### src/rtl/alu_subset_pkg.sv
// Package with constants, operation codes and the behaviour list of the instruction-subset datapath.
// Behaviour
// [RL1] Halt clears watchdog counter and its prescaler.
// [RL2] Halt clears power_down_flag, sets expiry_flag only.
// [RL3] After halt, sleep with oscillator stopped.
// [RL4] Literal minus accumulator into accumulator; C, DC, Z.
// [RL5] Rotate file right through carry; only carry.
// [RL6] File minus accumulator; C, DC, Z updated.
// [RL7] Destination bit 0 accumulator, 1 file.
// [RL8] Swap file nibbles to destination; no flags.
// [RL9] Literal xor accumulator into accumulator; only Z.
// [RL10] File xor accumulator to destination; only Z.
// [RL11] Zero flag set when result equals zero.
package alu_subset_pkg;
    localparam int DATA_WIDTH = 8;
    localparam int ADDR_WIDTH = 7;
    localparam int WDT_WIDTH = 8;
    localparam int PRESCALE_WIDTH = 8;
    localparam logic [7:0] WDT_CLEAR_VALUE = 8'h00;
    localparam logic [7:0] PRESCALE_CLEAR_VALUE = 8'h00;
    localparam logic [7:0] ACC_RESET = 8'h00;
    localparam logic [7:0] ZERO_BYTE = 8'h00;
    localparam int STATUS_CARRY_BIT = 0;
    localparam int STATUS_HALF_BIT = 1;
    localparam int STATUS_ZERO_BIT = 2;
    localparam int STATUS_POWER_DOWN_BIT = 3;
    localparam int STATUS_EXPIRY_BIT = 4;
    localparam logic [4:0] STATUS_RESET = 5'h18;
    localparam logic DEST_ACC = 1'b0;
    localparam logic DEST_FILE = 1'b1;

    typedef enum logic [2:0] {
        OP_NONE = 3'h0,
        OP_HALT = 3'h1,
        OP_LIT_MINUS_ACC = 3'h2,
        OP_ROTATE_RIGHT_CARRY = 3'h3,
        OP_FILE_MINUS_ACC = 3'h4,
        OP_NIBBLE_EXCHANGE = 3'h5,
        OP_XOR_LIT_ACC = 3'h6,
        OP_XOR_FILE_ACC = 3'h7
    } op_type;

    typedef enum logic [1:0] {
        ST_RUN = 2'b01,
        ST_SLEEP = 2'b10
    } power_state_type;
endpackage

### src/rtl/alu_result_unit.sv
// Combinational result and flag unit for the instruction subset.
`timescale 1ns/1ps
module alu_result_unit #(
    parameter int WIDTH = 8
) (
    // Operation and operands.
    input wire alu_subset_pkg::op_type op_i,
    input wire logic [WIDTH-1:0] acc_i,
    input wire logic [WIDTH-1:0] file_i,
    input wire logic [WIDTH-1:0] literal_i,
    input wire logic carry_i,
    // Result and flags.
    output logic [WIDTH-1:0] result_o,
    output logic carry_o,
    output logic half_o,
    output logic zero_o,
    output logic carry_we_o,
    output logic half_we_o,
    output logic zero_we_o
);
    logic [WIDTH-1:0] minuend;
    logic [WIDTH:0] diff;
    logic [4:0] low_diff;

    always_comb begin
        minuend = (op_i == alu_subset_pkg::OP_LIT_MINUS_ACC) ? literal_i : file_i;
        // Two's complement subtraction: carry is set when no borrow occurs.
        diff = {1'b0, minuend} + {1'b0, ~acc_i} + {{WIDTH{1'b0}}, 1'b1}; // [RL4] [RL6]
        low_diff = {1'b0, minuend[3:0]} + {1'b0, ~acc_i[3:0]} + 5'h01;
        result_o = acc_i;
        carry_o = carry_i;
        half_o = 1'b0;
        carry_we_o = 1'b0;
        half_we_o = 1'b0;
        zero_we_o = 1'b0;
        unique case (op_i)
            alu_subset_pkg::OP_LIT_MINUS_ACC, alu_subset_pkg::OP_FILE_MINUS_ACC: begin
                result_o = diff[WIDTH-1:0]; // [RL4] [RL6]
                carry_o = diff[WIDTH];
                half_o = low_diff[4];
                carry_we_o = 1'b1;
                half_we_o = 1'b1;
                zero_we_o = 1'b1;
            end
            alu_subset_pkg::OP_ROTATE_RIGHT_CARRY: begin
                result_o = {carry_i, file_i[WIDTH-1:1]}; // [RL5]
                carry_o = file_i[0];
                carry_we_o = 1'b1;
            end
            alu_subset_pkg::OP_NIBBLE_EXCHANGE: begin
                result_o = {file_i[3:0], file_i[7:4]}; // [RL8]
            end
            alu_subset_pkg::OP_XOR_LIT_ACC: begin
                result_o = acc_i ^ literal_i; // [RL9]
                zero_we_o = 1'b1;
            end
            alu_subset_pkg::OP_XOR_FILE_ACC: begin
                result_o = acc_i ^ file_i; // [RL10]
                zero_we_o = 1'b1;
            end
            default: begin
                result_o = acc_i;
            end
        endcase
        zero_o = (result_o == alu_subset_pkg::ZERO_BYTE); // [RL11]
    end
endmodule // alu_result_unit

### src/rtl/mcu_alu_instr_subset.sv
// Execution stage for the instruction subset with accumulator, status and watchdog state.
//
// The implementer's own choices: strobed register access and the register offsets.
`timescale 1ns/1ps
module mcu_alu_instr_subset #(
    parameter int WIDTH = alu_subset_pkg::DATA_WIDTH,
    parameter int ADDR_W = alu_subset_pkg::ADDR_WIDTH
) (
    // Clock, reset and enable.
    input wire logic clock_i,
    input wire logic rst_n_i,
    input wire logic clk_en_i,
    // Instruction from the decoder.
    input wire logic issue_i,
    input wire alu_subset_pkg::op_type op_i,
    input wire logic [WIDTH-1:0] literal_i,
    input wire logic [ADDR_W-1:0] file_addr_i,
    input wire logic dest_sel_i,
    // File register read data for the addressed location.
    input wire logic [WIDTH-1:0] file_rdata_i,
    // Wake event and watchdog tick from the core.
    input wire logic wake_i,
    input wire logic wdt_tick_i,
    // Register access port.
    input wire logic [2:0] reg_addr_i,
    input wire logic [WIDTH-1:0] reg_wdata_i,
    input wire logic reg_wr_i,
    input wire logic reg_rd_i,
    output logic [WIDTH-1:0] reg_rdata_o,
    // File register write back.
    output logic file_we_o,
    output logic [ADDR_W-1:0] file_waddr_o,
    output logic [WIDTH-1:0] file_wdata_o,
    // State outputs.
    output logic [WIDTH-1:0] acc_o,
    output logic [4:0] status_o,
    output logic [WIDTH-1:0] wdt_count_o,
    output logic sleep_o,
    output logic osc_stop_o
);
    localparam logic [2:0] REG_ACC = 3'h0;
    localparam logic [2:0] REG_STATUS = 3'h1;
    localparam logic [2:0] REG_WDT = 3'h2;

    logic [WIDTH-1:0] acc_reg;
    logic [4:0] status_reg;
    logic [WIDTH-1:0] wdt_reg;
    logic [WIDTH-1:0] prescale_reg;
    alu_subset_pkg::power_state_type state_reg;
    logic [WIDTH-1:0] result;
    logic res_carry, res_half, res_zero, we_carry, we_half, we_zero;
    logic run_op, halt_op, to_file;

    alu_result_unit #(.WIDTH(WIDTH)) result_unit (
        .op_i(op_i),
        .acc_i(acc_reg),
        .file_i(file_rdata_i),
        .literal_i(literal_i),
        .carry_i(status_reg[alu_subset_pkg::STATUS_CARRY_BIT]),
        .result_o(result),
        .carry_o(res_carry),
        .half_o(res_half),
        .zero_o(res_zero),
        .carry_we_o(we_carry),
        .half_we_o(we_half),
        .zero_we_o(we_zero)
    );

    // Instructions execute only while running; the sleep state ignores issue.
    assign run_op = clk_en_i && issue_i && (state_reg == alu_subset_pkg::ST_RUN);
    assign halt_op = run_op && (op_i == alu_subset_pkg::OP_HALT);
    assign to_file = (dest_sel_i == alu_subset_pkg::DEST_FILE) &&
        (op_i == alu_subset_pkg::OP_ROTATE_RIGHT_CARRY || op_i == alu_subset_pkg::OP_FILE_MINUS_ACC ||
         op_i == alu_subset_pkg::OP_NIBBLE_EXCHANGE || op_i == alu_subset_pkg::OP_XOR_FILE_ACC); // [RL7]

    // Accumulator update.
    always_ff @(posedge clock_i) begin
        if (!rst_n_i) begin
            acc_reg <= alu_subset_pkg::ACC_RESET;
        end else if (run_op && !halt_op && op_i != alu_subset_pkg::OP_NONE && !to_file) begin
            acc_reg <= result; // [RL7] [RL4] [RL9]
        end else if (clk_en_i && reg_wr_i && reg_addr_i == REG_ACC) begin
            acc_reg <= reg_wdata_i;
        end
    end

    // File register write back.
    always_ff @(posedge clock_i) begin
        if (!rst_n_i) begin
            file_we_o <= 1'b0;
            file_waddr_o <= '0;
            file_wdata_o <= '0;
        end else if (clk_en_i) begin
            file_we_o <= run_op && to_file; // [RL7]
            file_waddr_o <= file_addr_i;
            file_wdata_o <= result;
        end
    end

    // Status flags.
    always_ff @(posedge clock_i) begin
        if (!rst_n_i) begin
            status_reg <= alu_subset_pkg::STATUS_RESET;
        end else if (halt_op) begin
            status_reg[alu_subset_pkg::STATUS_POWER_DOWN_BIT] <= 1'b0; // [RL2]
            status_reg[alu_subset_pkg::STATUS_EXPIRY_BIT] <= 1'b1; // [RL2]
        end else if (run_op) begin
            if (we_carry) begin
                status_reg[alu_subset_pkg::STATUS_CARRY_BIT] <= res_carry; // [RL5] [RL6]
            end
            if (we_half) begin
                status_reg[alu_subset_pkg::STATUS_HALF_BIT] <= res_half; // [RL4] [RL6]
            end
            if (we_zero) begin
                status_reg[alu_subset_pkg::STATUS_ZERO_BIT] <= res_zero; // [RL11]
            end
        end else if (clk_en_i && reg_wr_i && reg_addr_i == REG_STATUS) begin
            status_reg[2:0] <= reg_wdata_i[2:0];
        end
    end

    // Watchdog counter and prescaler.
    always_ff @(posedge clock_i) begin
        if (!rst_n_i) begin
            wdt_reg <= alu_subset_pkg::WDT_CLEAR_VALUE;
            prescale_reg <= alu_subset_pkg::PRESCALE_CLEAR_VALUE;
        end else if (halt_op) begin
            wdt_reg <= alu_subset_pkg::WDT_CLEAR_VALUE; // [RL1]
            prescale_reg <= alu_subset_pkg::PRESCALE_CLEAR_VALUE; // [RL1]
        end else if (clk_en_i && wdt_tick_i) begin
            prescale_reg <= prescale_reg + 8'h01;
            if (prescale_reg == 8'hff) begin
                wdt_reg <= wdt_reg + 8'h01;
            end
        end
    end

    // Power state.
    always_ff @(posedge clock_i) begin
        if (!rst_n_i) begin
            state_reg <= alu_subset_pkg::ST_RUN;
        end else if (clk_en_i) begin
            unique case (state_reg)
                alu_subset_pkg::ST_RUN: begin
                    if (halt_op) begin
                        state_reg <= alu_subset_pkg::ST_SLEEP; // [RL3]
                    end
                end
                alu_subset_pkg::ST_SLEEP: begin
                    if (wake_i) begin
                        state_reg <= alu_subset_pkg::ST_RUN;
                    end
                end
                default: begin
                    state_reg <= alu_subset_pkg::ST_RUN;
                end
            endcase
        end
    end

    // Register read data, one cycle after the strobe.
    always_ff @(posedge clock_i) begin
        if (!rst_n_i) begin
            reg_rdata_o <= '0;
        end else if (clk_en_i && reg_rd_i) begin
            unique case (reg_addr_i)
                REG_ACC: reg_rdata_o <= acc_reg;
                REG_STATUS: reg_rdata_o <= {3'h0, status_reg};
                REG_WDT: reg_rdata_o <= wdt_reg;
                default: reg_rdata_o <= '0;
            endcase
        end
    end

    assign acc_o = acc_reg;
    assign status_o = status_reg;
    assign wdt_count_o = wdt_reg;
    assign sleep_o = (state_reg == alu_subset_pkg::ST_SLEEP);
    assign osc_stop_o = (state_reg == alu_subset_pkg::ST_SLEEP); // [RL3]
endmodule // mcu_alu_instr_subset

### config.mk
export PLATFORM = sky130hd
export DESIGN_NAME = mcu_alu_instr_subset
export DESIGN_NICKNAME = d
export VERILOG_FILES = /design/src/rtl/alu_subset_pkg.sv /design/src/rtl/alu_result_unit.sv /design/src/rtl/mcu_alu_instr_subset.sv
export SDC_FILE = /design/constraint.sdc
export NUM_CORES = 1
export LEC_CHECK = 0
export ABC_AREA = 1
export BUFFER_PORTS_ARGS = -buffer_cell sky130_fd_sc_hd__buf_4
export CAP_MARGIN = 20
export CELL_PAD_IN_SITES_DETAIL_PLACEMENT = 0
export CELL_PAD_IN_SITES_GLOBAL_PLACEMENT = 1
export CORE_UTILIZATION = 34
export CTS_CLUSTER_DIAMETER = 60
export DETAILED_ROUTE_END_ITERATION = 8
export PLACE_DENSITY = 0.87
export SETUP_SLACK_MARGIN = 0.3
export SYNTH_ARGS = -nofsm -noshare
export SYNTH_HDL_FRONTEND = slang
export SYNTH_HIERARCHICAL = 1
export SYNTH_SLANG_ARGS = --single-unit
### constraint.sdc
create_clock -name clock_i -period 2.8 [get_ports clock_i]
set_input_delay 0.42 -clock clock_i [delete_from_list [all_inputs] [get_ports clock_i]]
set_output_delay 0.42 -clock clock_i [all_outputs]
set_load 0.005 [all_outputs]
==> results of run 1 <==
cell usage in the layout, fill, tap and decap left out, drive strengths merged, types with 10 or more instances in the layout:
cell   netlist  layout
a21oi       42      42
buf         16     114
dfxtp       54      54
ha          10      10
inv         86      85
nand2      192     192
nand3       67      67
nand4       16      16
nor2        68      68
o21ai       44      44
kinds of logic (layout without fill, tap and decap cells):
group	after synthesis	count (layout)	synth area share (%)
and+or+nand+nor	354	354	42.7
buffers and inverters	106	210	12.1
AOI/OAI and AO/OA	92	92	12.3
DFF	54	54	27.7
adders and majority gates	11	11	3.72
xor gates and xnor gates	6	6	1.35
other	1	1	0.0962
layer usage:
metal	global-route usage (%)	wire (um)
met5	0	0
met4	4.34	130
met3	2.75	668
met2	35.4	5940
met1	28.5	5640
area by class of cell:
type | instances | area [um2] | area share, %
multi-input cells | 464 | 2440 | 48.0
inverters | 87 | 334 | 6.56
well taps | 140 | 175 | 3.44
clock inverters | 1 | 8.76 | 0.172
repair buffers | 115 | 896 | 17.6
clock buffers | 7 | 153 | 3.00
flip-flops and latches | 54 | 1080 | 21.2
synthesized netlist by cell type:
cell type / instances / area [um2]
nand3_4: 3 / 52.6
buf_2: 5 / 25.0
conb_1: 1 / 3.75
inv_1: 79 / 297
nand3_2: 10 / 100
o21ai_0: 30 / 150
dfxtp_1: 54 / 1080
nand2_2: 7 / 43.8
o21ai_1: 13 / 65.1
nor3_1: 3 / 15.0
o22ai_1: 3 / 18.8
nand4_1: 11 / 68.8
buf_6: 7 / 78.8
nand4_2: 5 / 62.6
or2_1: 1 / 6.26
buf_4: 4 / 30.0
clkbuf_1: 3 / 11.3
clkinv_2: 1 / 5.00
ha_1: 10 / 125
nand3_1: 54 / 270
o211ai_1: 3 / 22.5
nor2_2: 2 / 12.5
xor2_1: 6 / 52.6
nand2_1: 182 / 683
nor3_2: 1 / 10.0
fa_1: 1 / 20.0
and3_1: 2 / 12.5
inv_2: 7 / 26.3
nand2_4: 3 / 33.8
nor2_1: 64 / 240
a21oi_2: 1 / 8.76
nor2_4: 2 / 22.5
a21oi_1: 41 / 205
nand3b_1: 4 / 30.0
o21ai_2: 1 / 8.76
through the flow:
stage          hold slack (ns)  area, um2  setup WS, ns
6_report                 0.346       5090         0.286
5_1_grt                  0.357       5090        0.0906
4_1_cts                  0.344       4900         0.301
3_5_place_dp             0.459       4730       -0.0822
3_3_place_gp             0.457       4730       -0.0818
2_1_floorplan            0.451       3940         0.277
timing repair:
action                     4_1_cts  5_1_grt
pin swaps                        1       21
setup buffers                    0        9
gates cloned                     0        1
setup endpoints to repair        1        2
resized for setup                3       28
worst min-delay path, delay by kind of cell:
kind / cells / cell delay, ns
simple gates: 2 / 0.11
buf+inv: 1 / 0.08
final timing paths:
kind	slack [ns]	startpoint	end	depth (start not counted)
max	0.29	op_i[0]	status_o[2]	22
max reg2reg	0.57	acc_o[0]	status_o[2]	18
min reg2reg	0.47	reg_rdata_o[3]	reg_rdata_o[3]	2
min	0.35	file_addr_i[1]	file_waddr_o[1]	3
power breakdown:
group          internal, uW  switching [uW]
Clock                   383             282
Combinational           253             345
Sequential              800            24.7
==> run_results.csv, run 1 <==
group,metric,value,unit
critical_path,critPathMaxStageDelay,0.37,ns
power_and_ir_drop,vdd_drop_max,0.249,mV
floorplan,start_util,35.5,%
cts,ctsHoldBuffers,0,
critical_path,cp_num_buf_inv,4,
routing,drt_iter0_markers,335,
synthesis,yosysUniqueCellTypes,35,
sta,hold_viol,0,
critical_path,critical_path.top_delay_family,"simple AND/OR/NAND/NOR gates",
cts,clk_latency,0.29,ns
critical_path,worstSetupEndpointType,"flop",
floorplan,ios,93,
synthesis,syn-cell-area,3900,um2
floorplan,die_y,109,um
routing,drc_errors,0,
synthesis,ys_ff_latch,54,
synthesis,seq_area_frac_synth,27.7,%
worst_hold_path,worstHoldPathType,"primary input to flop",
critical_path,worstSetupPathType,"primary input to flop",
power_and_ir_drop,p_per_area,410,nW/um2
routing,wl,12400,um
power_and_ir_drop,fin_total_pwr,2090,uW
cts,h-tree-depth,2,
final_layout,syn2layout_area_growth,30.6,%
floorplan,core.rowCount,38,
final_layout,nNetsFinal,784,
cts,cts-root-buf,"clkbuf_16",
sta,fin_worst_skew,0.00406,ns
placement,port_buffers,91,
synthesis,ys_warn_count,6,
global_routing,grt_usage,21.0,%
synthesis,synthCells,624,
sta,setup_viol,0,
sta,fin_crit,2.51,ns
global_routing,antenna_found_initial,0,
floorplan,dieArea,11900,um2
cts,cts_buffers,5,
sta,finalMaxSlewViolations,0,
final_layout,fillers,1150,
global_routing,grt_max_degree,31,
final_layout,fin_cells,868,
global_routing,first_global_vias,4064,
sta,relSlewSlack,59.4,%
cts,cts_num_sinks,54,
critical_path,worstPathCellList,"buf_6, clkinvlp_4, nand3_4, o21ai_2, ha_2, inv_2, fa_2, nand2_1, nand3_2, nand3_2, nand3_2, nand3_2, nand3_2, nor2_2, nand2_1, nor2_1, inv_1, nand2_1, nand2_1, nand3_1, nand2_1, nor2_1",
sta,worst_pin_slew,0.608,ns
routing,ant_nets,0,
floorplan,die_w,109,um
placement,gp_congestion,1.01,
routing,drt-vias-per-instance,5.05,
floorplan,core,11000,um2
synthesis,synth.avg_cell_area,6.25,um2
cts,cts_tree,"yes",
sta,max_freq,0.398,GHz
sta,rsz0062_at_grt,"true",
placement,dp_cells,850,
final_layout,num_antenna_cells,0,
synthesis,syn_nets,681,
critical_path,cpMaxStageDelayCell,"fa_2",
routing,wl_per_cell,14.3,um
critical_path,cp_max_fo,8,
placement,dp_hpwl,9450,um
routing,drt-pass1-iter-count,5,
run_status,status,"finished clean",
final_layout,fin_util,46.4,%
power_and_ir_drop,leakage,0.00245,uW
cts,clockBufferDepth,2,
cts,clk_pin_slew,0.07,ns
run,maxCapViolations,0,
global_routing,overflow,0,
global_routing,grt_pass1_wl,19600,um
sta,fin_setup_tns,0,ns
critical_path,crit_required,3.03,ns
critical_path,crit_path_start_kind,"primary input",
critical_path,cp.arrival,2.75,ns
final_layout,final_layout_size_suffix_gt1_share,26.5,%
routing,vias,4383,
sta,min_period_over_period,89.8,%
Note: power is estimated with default switching activity, not from simulation.
==> run 2: changes to the inputs <==
- CORE_ASPECT_RATIO: default -> 0.75
- CORE_MARGIN: default -> 2
==> run 2 against run 1 <==
Combinational power is 4.5% higher. Sequential cell count did not move. First-iteration DRC count shrank 12%. Register-to-register slack lost 0.17 ns. Clock skew up 0.0032 ns. Sequential power about the same. Non-clock buffer count increased by 3. Critical path type unchanged. Critical endpoint unchanged. Highest routed layer unchanged.
==> run_results.csv, run 2 (same netlist as run 1, synthesis figures left out) <==
group,metric,value,unit
cts,clockBufferDepth,2,
sta,worst_pin_slew,0.526,ns
critical_path,cp_max_fo,7,
worst_hold_path,worstHoldPathType,"primary input to flop",
routing,ant_nets,0,
final_layout,nNetsFinal,788,
cts,cts_num_sinks,54,
cts,clk_pin_slew,0.08,ns
cts,cts_buffers,5,
floorplan,core.rowCount,33,
floorplan,die_y,96.7,um
sta,fin_crit,2.51,ns
final_layout,num_antenna_cells,0,
sta,setup_viol,0,
final_layout,fin_util,46.3,%
power_and_ir_drop,vdd_drop_max,0.218,mV
placement,dp_slack,-0.0800,ns
power_and_ir_drop,leakage,0.00245,uW
floorplan,start_util,35.2,%
global_routing,grt_max_degree,31,
critical_path,critPathMaxStageDelay,0.26,ns
critical_path,crit_path_start_kind,"primary input",
cts,ctsHoldBuffers,0,
global_routing,first_global_vias,4029,
critical_path,cp.arrival,2.75,ns
sta,relSlewSlack,64.9,%
placement,dp_hpwl,9940,um
final_layout,final_layout_size_suffix_gt1_share,27.2,%
critical_path,crit_required,3.04,ns
floorplan,dieArea,12300,um2
global_routing,grt_pass1_wl,20500,um
final_layout,layout_commonest_cell,"nand2_1",
placement,gp_congestion,0.947,
global_routing,grt_usage,20.3,%
sta,fin_hold_ws,0.340,ns
routing,drt-vias-per-instance,5.02,
final_layout,layout_common_cells,"nand2_1, buf_4, inv_1",
cts,h-tree-depth,2,
sta,min_period_over_period,89.6,%
floorplan,die_w,128,um
final_layout,syn2layout_area_growth,31.4,%
cts,cts_tree,"yes",
routing,wl_per_cell,14.9,um
routing,drc_errors,0,
sta,max_freq,0.399,GHz
routing,vias,4375,
sta,fin_worst_skew,0.00725,ns
floorplan,core,11100,um2
power_and_ir_drop,p_per_area,426,nW/um2
critical_path,cpMaxStageDelayCell,"ha_4",
global_routing,overflow,0,
global_routing,antenna_found_initial,0,
run_status,status,"finished clean",
cts,clk_latency,0.30,ns
cts,cts-root-buf,"clkbuf_16",
critical_path,worstPathCellList,"buf_8, clkinvlp_4, nand3_4, buf_6, nor2_1, a21oi_2, ha_4, nand2_2, inv_1, a21oi_2, nand3_1, nand3_1, nand3_2, nor2_1, nand2_1, nor2_1, inv_1, nand2_1, nand2_1, nand3_2, nand2_1, nor2_1",
routing,wl,13000,um
sta,hold_viol,0,
critical_path,worstSetupPathType,"primary input to flop",
run,maxCapViolations,0,
routing,drt_iter0_markers,296,
critical_path,worstSetupEndpointType,"flop",
sta,rsz0062_at_grt,"true",
sta,finalMaxSlewViolations,0,
sta,fin_ws,0.292,ns
floorplan,ios,93,
placement,port_buffers,91,
routing,drt-pass1-iter-count,5,
-- run 2: cell types whose count changed in the layout (fill, tap and decap cells not counted), moves of 2 or more --
| cell | previous run | this run |
|---|---|---|
| buf_4 | 111 | 115 |
| clkbuf_8 | 2 | 0 |
| o21ai_0 | 24 | 26 |
| o21ai_1 | 18 | 16 |
-- run 2: area by class of cell --
type / count / area (um2)
Sequential cell: 54 / 1080
Clock inverter: 3 / 43.8
Inverter: 87 / 334
Multi-Input combinational cell: 465 / 2460
Tap cell: 140 / 175
Clock buffer: 5 / 125
Timing Repair Buffer: 118 / 901
Fill cell: 1127 / 5940
-- run 2: worst max-delay path, delay by kind of cell --
kind | cells | cell delay (ns)
AOI/OAI and AO/OA | 2 | 0.37
buffers and inverters | 5 | 0.45
adders and majority gates | 1 | 0.26
and+or+nand+nor | 14 | 1.26
-- run 2: repair_timing --
item / CTS / global route
gates cloned: 0 / 1
hold endpoints to repair: 0 / 0
gates resized for setup: 2 / 30
pin swaps: 0 / 17
setup endpoints to repair: 2 / 2
buffers inserted: 0 / 6
-- run 2: power by group --
part           total, uW  switching, uW  internal [uW]  leakage [uW]
combinational        625            362            263       0.00193
clock                735            310            425     0.0000842
sequential           824           24.2            800      0.000441
-- run 2: per-layer routing --
| metal | GRT usage [%] | wire length [um] | vias up |
|---|---|---|---|
| met4 | 4.06 | 126 | 0 |
| met5 | 0 | 0 | - |
| met3 | 4.09 | 995 | 12 |
| li1 | - | - | 2217 |
| met2 | 29.9 | 5470 | 159 |
| met1 | 30.5 | 6380 | 1987 |
-- run 2: path summary, 6_finish.rpt --
check	slack [ns]	start	end	cells after the start
hold / removal	0.34	file_addr_i[2]	file_waddr_o[2]	3
setup reg to reg	0.40	acc_o[0]	status_o[2]	18
hold reg to reg	0.47	reg_rdata_o[1]	reg_rdata_o[1]	2
setup / recovery	0.29	op_i[0]	status_o[2]	22
-- run 2: through the flow --
| stage | cells | cell area [um2] | total power (uW) | setup TNS [ns] |
|---|---|---|---|---|
| after floorplan | 624 | 3940 | 1170 | 0 |
| after global placement | 857 | 4790 | 1400 | -0.166 |
| after detailed placement | 857 | 4790 | 1400 | -0.136 |
| after CTS | 865 | 4960 | 2140 | 0 |
| after global routing | 872 | 5120 | 2270 | 0 |
| final | 872 | 5120 | 2180 | 0 |
==> run 3: changes to the inputs <==
- CELL_PAD_IN_SITES_DETAIL_PLACEMENT: 0 -> 1
- GPL_TIMING_DRIVEN: default -> 0
==> run 3 against run 2 <==
Sequential share of layout area fell by 0.58 points. Critical path depth down 1. Die area stayed put. Global-route usage is 4.4 points higher. Largest power group unchanged. Sequential power increased by 1%. Largest cell class unchanged.
==> run_results.csv, run 3 (same netlist as run 1, synthesis figures left out) <==
group,metric,value,unit
floorplan,die_y,96.7,um
cts,cts_num_sinks,54,
cts,ctsHoldBuffers,0,
placement,dp_hpwl,11600,um
global_routing,grt_max_degree,18,
critical_path,r2r_start,"acc_o[0]",
sta,max_freq,0.386,GHz
global_routing,antenna_found_initial,0,
critical_path,worstSetupPathType,"primary input to flop",
critical_path,crit_path_start_kind,"primary input",
run,maxCapViolations,0,
worst_hold_path,worstHoldPathType,"primary input to flop",
final_layout,final_layout_size_suffix_gt1_share,27.5,%
critical_path,worstSetupEndpointType,"flop",
final_layout,syn2layout_area_growth,35.1,%
global_routing,overflow,0,
routing,wl_per_cell,17.1,um
routing,drc_errors,0,
global_routing,first_global_vias,4779,
final_layout,nNetsFinal,797,
cts,clockBufferDepth,2,
sta,setup_viol,0,
floorplan,ios,93,
floorplan,dieArea,12300,um2
critical_path,rr_endpoint,"status_o[0]",
critical_path,critPathMaxStageDelay,0.43,ns
final_layout,layout_common_cells,"nand2_1, buf_4, inv_1",
final_layout,fin_cells,881,
sta,rsz0062_at_grt,"true",
critical_path,worstPathCellList,"buf_8, buf_12, nand3_4, clkbuf_16, o21ai_2, ha_2, inv_4, fa_2, nand2_2, nand3_2, nand3_2, nand2_1, nand2_2, buf_6, a21oi_4, o21ai_2, o211ai_1, nand2_1, nand2_1, nor2_2, nor2_2",
placement,port_buffers,90,
sta,finalMaxSlewViolations,0,
critical_path,crit_end,"status_o[0]",
sta,hold_viol,0,
cts,cts_tree,"yes",
final_layout,fin_util,47.6,%
final_layout,num_antenna_cells,0,
placement,dp_cells,854,
final_layout,layout_commonest_cell,"nand2_1",
sta,fin_crit,2.59,ns
cts,clk_latency,0.30,ns
floorplan,start_util,35.2,%
critical_path,reg2reg_slack,0.32,ns
run_status,status,"finished clean",
routing,drt-pass1-iter-count,4,
critical_path,cp-startpoint,"op_i[1]",
critical_path,ff2ff_path_depth,16,
power_and_ir_drop,p_per_area,421,nW/um2
sta,fin_hold_ws,0.340,ns
routing,drt-vias-per-instance,5.25,
cts,cts-root-buf,"clkbuf_16",
floorplan,core,11100,um2
sta,fin_worst_skew,0.00568,ns
cts,cts_buffers,5,
critical_path,cpMostUsedCell,"nand2_1",
floorplan,core.rowCount,33,
power_and_ir_drop,fin_total_pwr,2220,uW
critical_path,cp_max_fo,5,
cts,h-tree-depth,2,
sta,min_period_over_period,92.6,%
power_and_ir_drop,leakage,0.00253,uW
cts,clk_pin_slew,0.07,ns
routing,vias,4626,
floorplan,die_w,128,um
placement,gp_congestion,0.946,
global_routing,grt_usage,24.7,%
routing,wl,15100,um
routing,ant_nets,0,
power_and_ir_drop,vdd_drop_max,0.230,mV
routing,drt_iter0_markers,204,
global_routing,grt_pass1_wl,24400,um
critical_path,cp.arrival,2.80,ns
critical_path,crit_required,3.01,ns
critical_path,cpMaxStageDelayCell,"fa_2",
==> run 3: area by class of cell <==
class / instances / area (um2)
timing repair buffer: 109 / 870
tap: 140 / 175
fill: 1464 / 5800
inverter: 87 / 339
clock buffer: 5 / 125
clock inverter: 3 / 43.8
buffer: 19 / 175
multi-input combinational: 464 / 2460
sequential: 54 / 1080
==> run 3: critical path, delay by kind of cell <==
| family | cells | cell delay, ns |
|---|---|---|
| AND/OR/NAND/NOR | 10 | 0.80 |
| AO/OA/AOI/OAI | 4 | 0.42 |
| adder cells (fa/ha/maj) | 2 | 0.64 |
| buffers and inverters | 5 | 0.51 |
==> run 3: layer usage <==
layer | GRT usage, % | up-vias | share of wire (%)
met3 | 5.48 | 13 | 7.1
met4 | 4.56 | 0 | 0.98
met2 | 39.4 | 136 | 45
met1 | 34.4 | 2243 | 47
met5 | 0 | - | 0
li1 | - | 2234 | -
==> run 3: worst min-delay path by stage <==
stage / start / end / slack, ns / depth (start not counted)
2_1_floorplan: state_reg[1] / state_reg[1] / 0.45 / 2
3_3_place_gp: state_reg[1] / state_reg[1] / 0.46 / 2
3_5_place_dp: reg_rdata_o[4] / reg_rdata_o[4] / 0.47 / 2
4_1_cts: file_addr_i[2] / file_waddr_o[2] / 0.34 / 3
5_1_grt: file_addr_i[4] / file_waddr_o[4] / 0.35 / 3
6_report: file_addr_i[2] / file_waddr_o[2] / 0.34 / 3
==> run 3: power by group <==
| group | internal [uW] | switching (uW) | leakage [uW] |
|---|---|---|---|
| Sequential | 800 | 35.6 | 0.000441 |
| Combinational | 282 | 376 | 0.00200 |
| Clock | 424 | 301 | 0.0000842 |
==> run 3: what timing repair did <==
| action | 4_1_cts | 5_1_grt |
|---|---|---|
| setup buffers | 16 | 2 |
| resized for setup | 26 | 18 |
| cloned | 1 | 0 |
| pin swaps | 17 | 17 |
| setup endpoints to repair | 7 | 4 |
==> run 3: per-stage QoR <==
step	setup TNS (ns)	setup WS [ns]	instance area, um2
final	0	0.208	5270
after global routing	0	0.0124	5270
after CTS	0	0.278	5190
after detailed placement	-1.08	-0.458	4790
after global placement	-0.832	-0.459	4790
after floorplan	0	0.277	3940
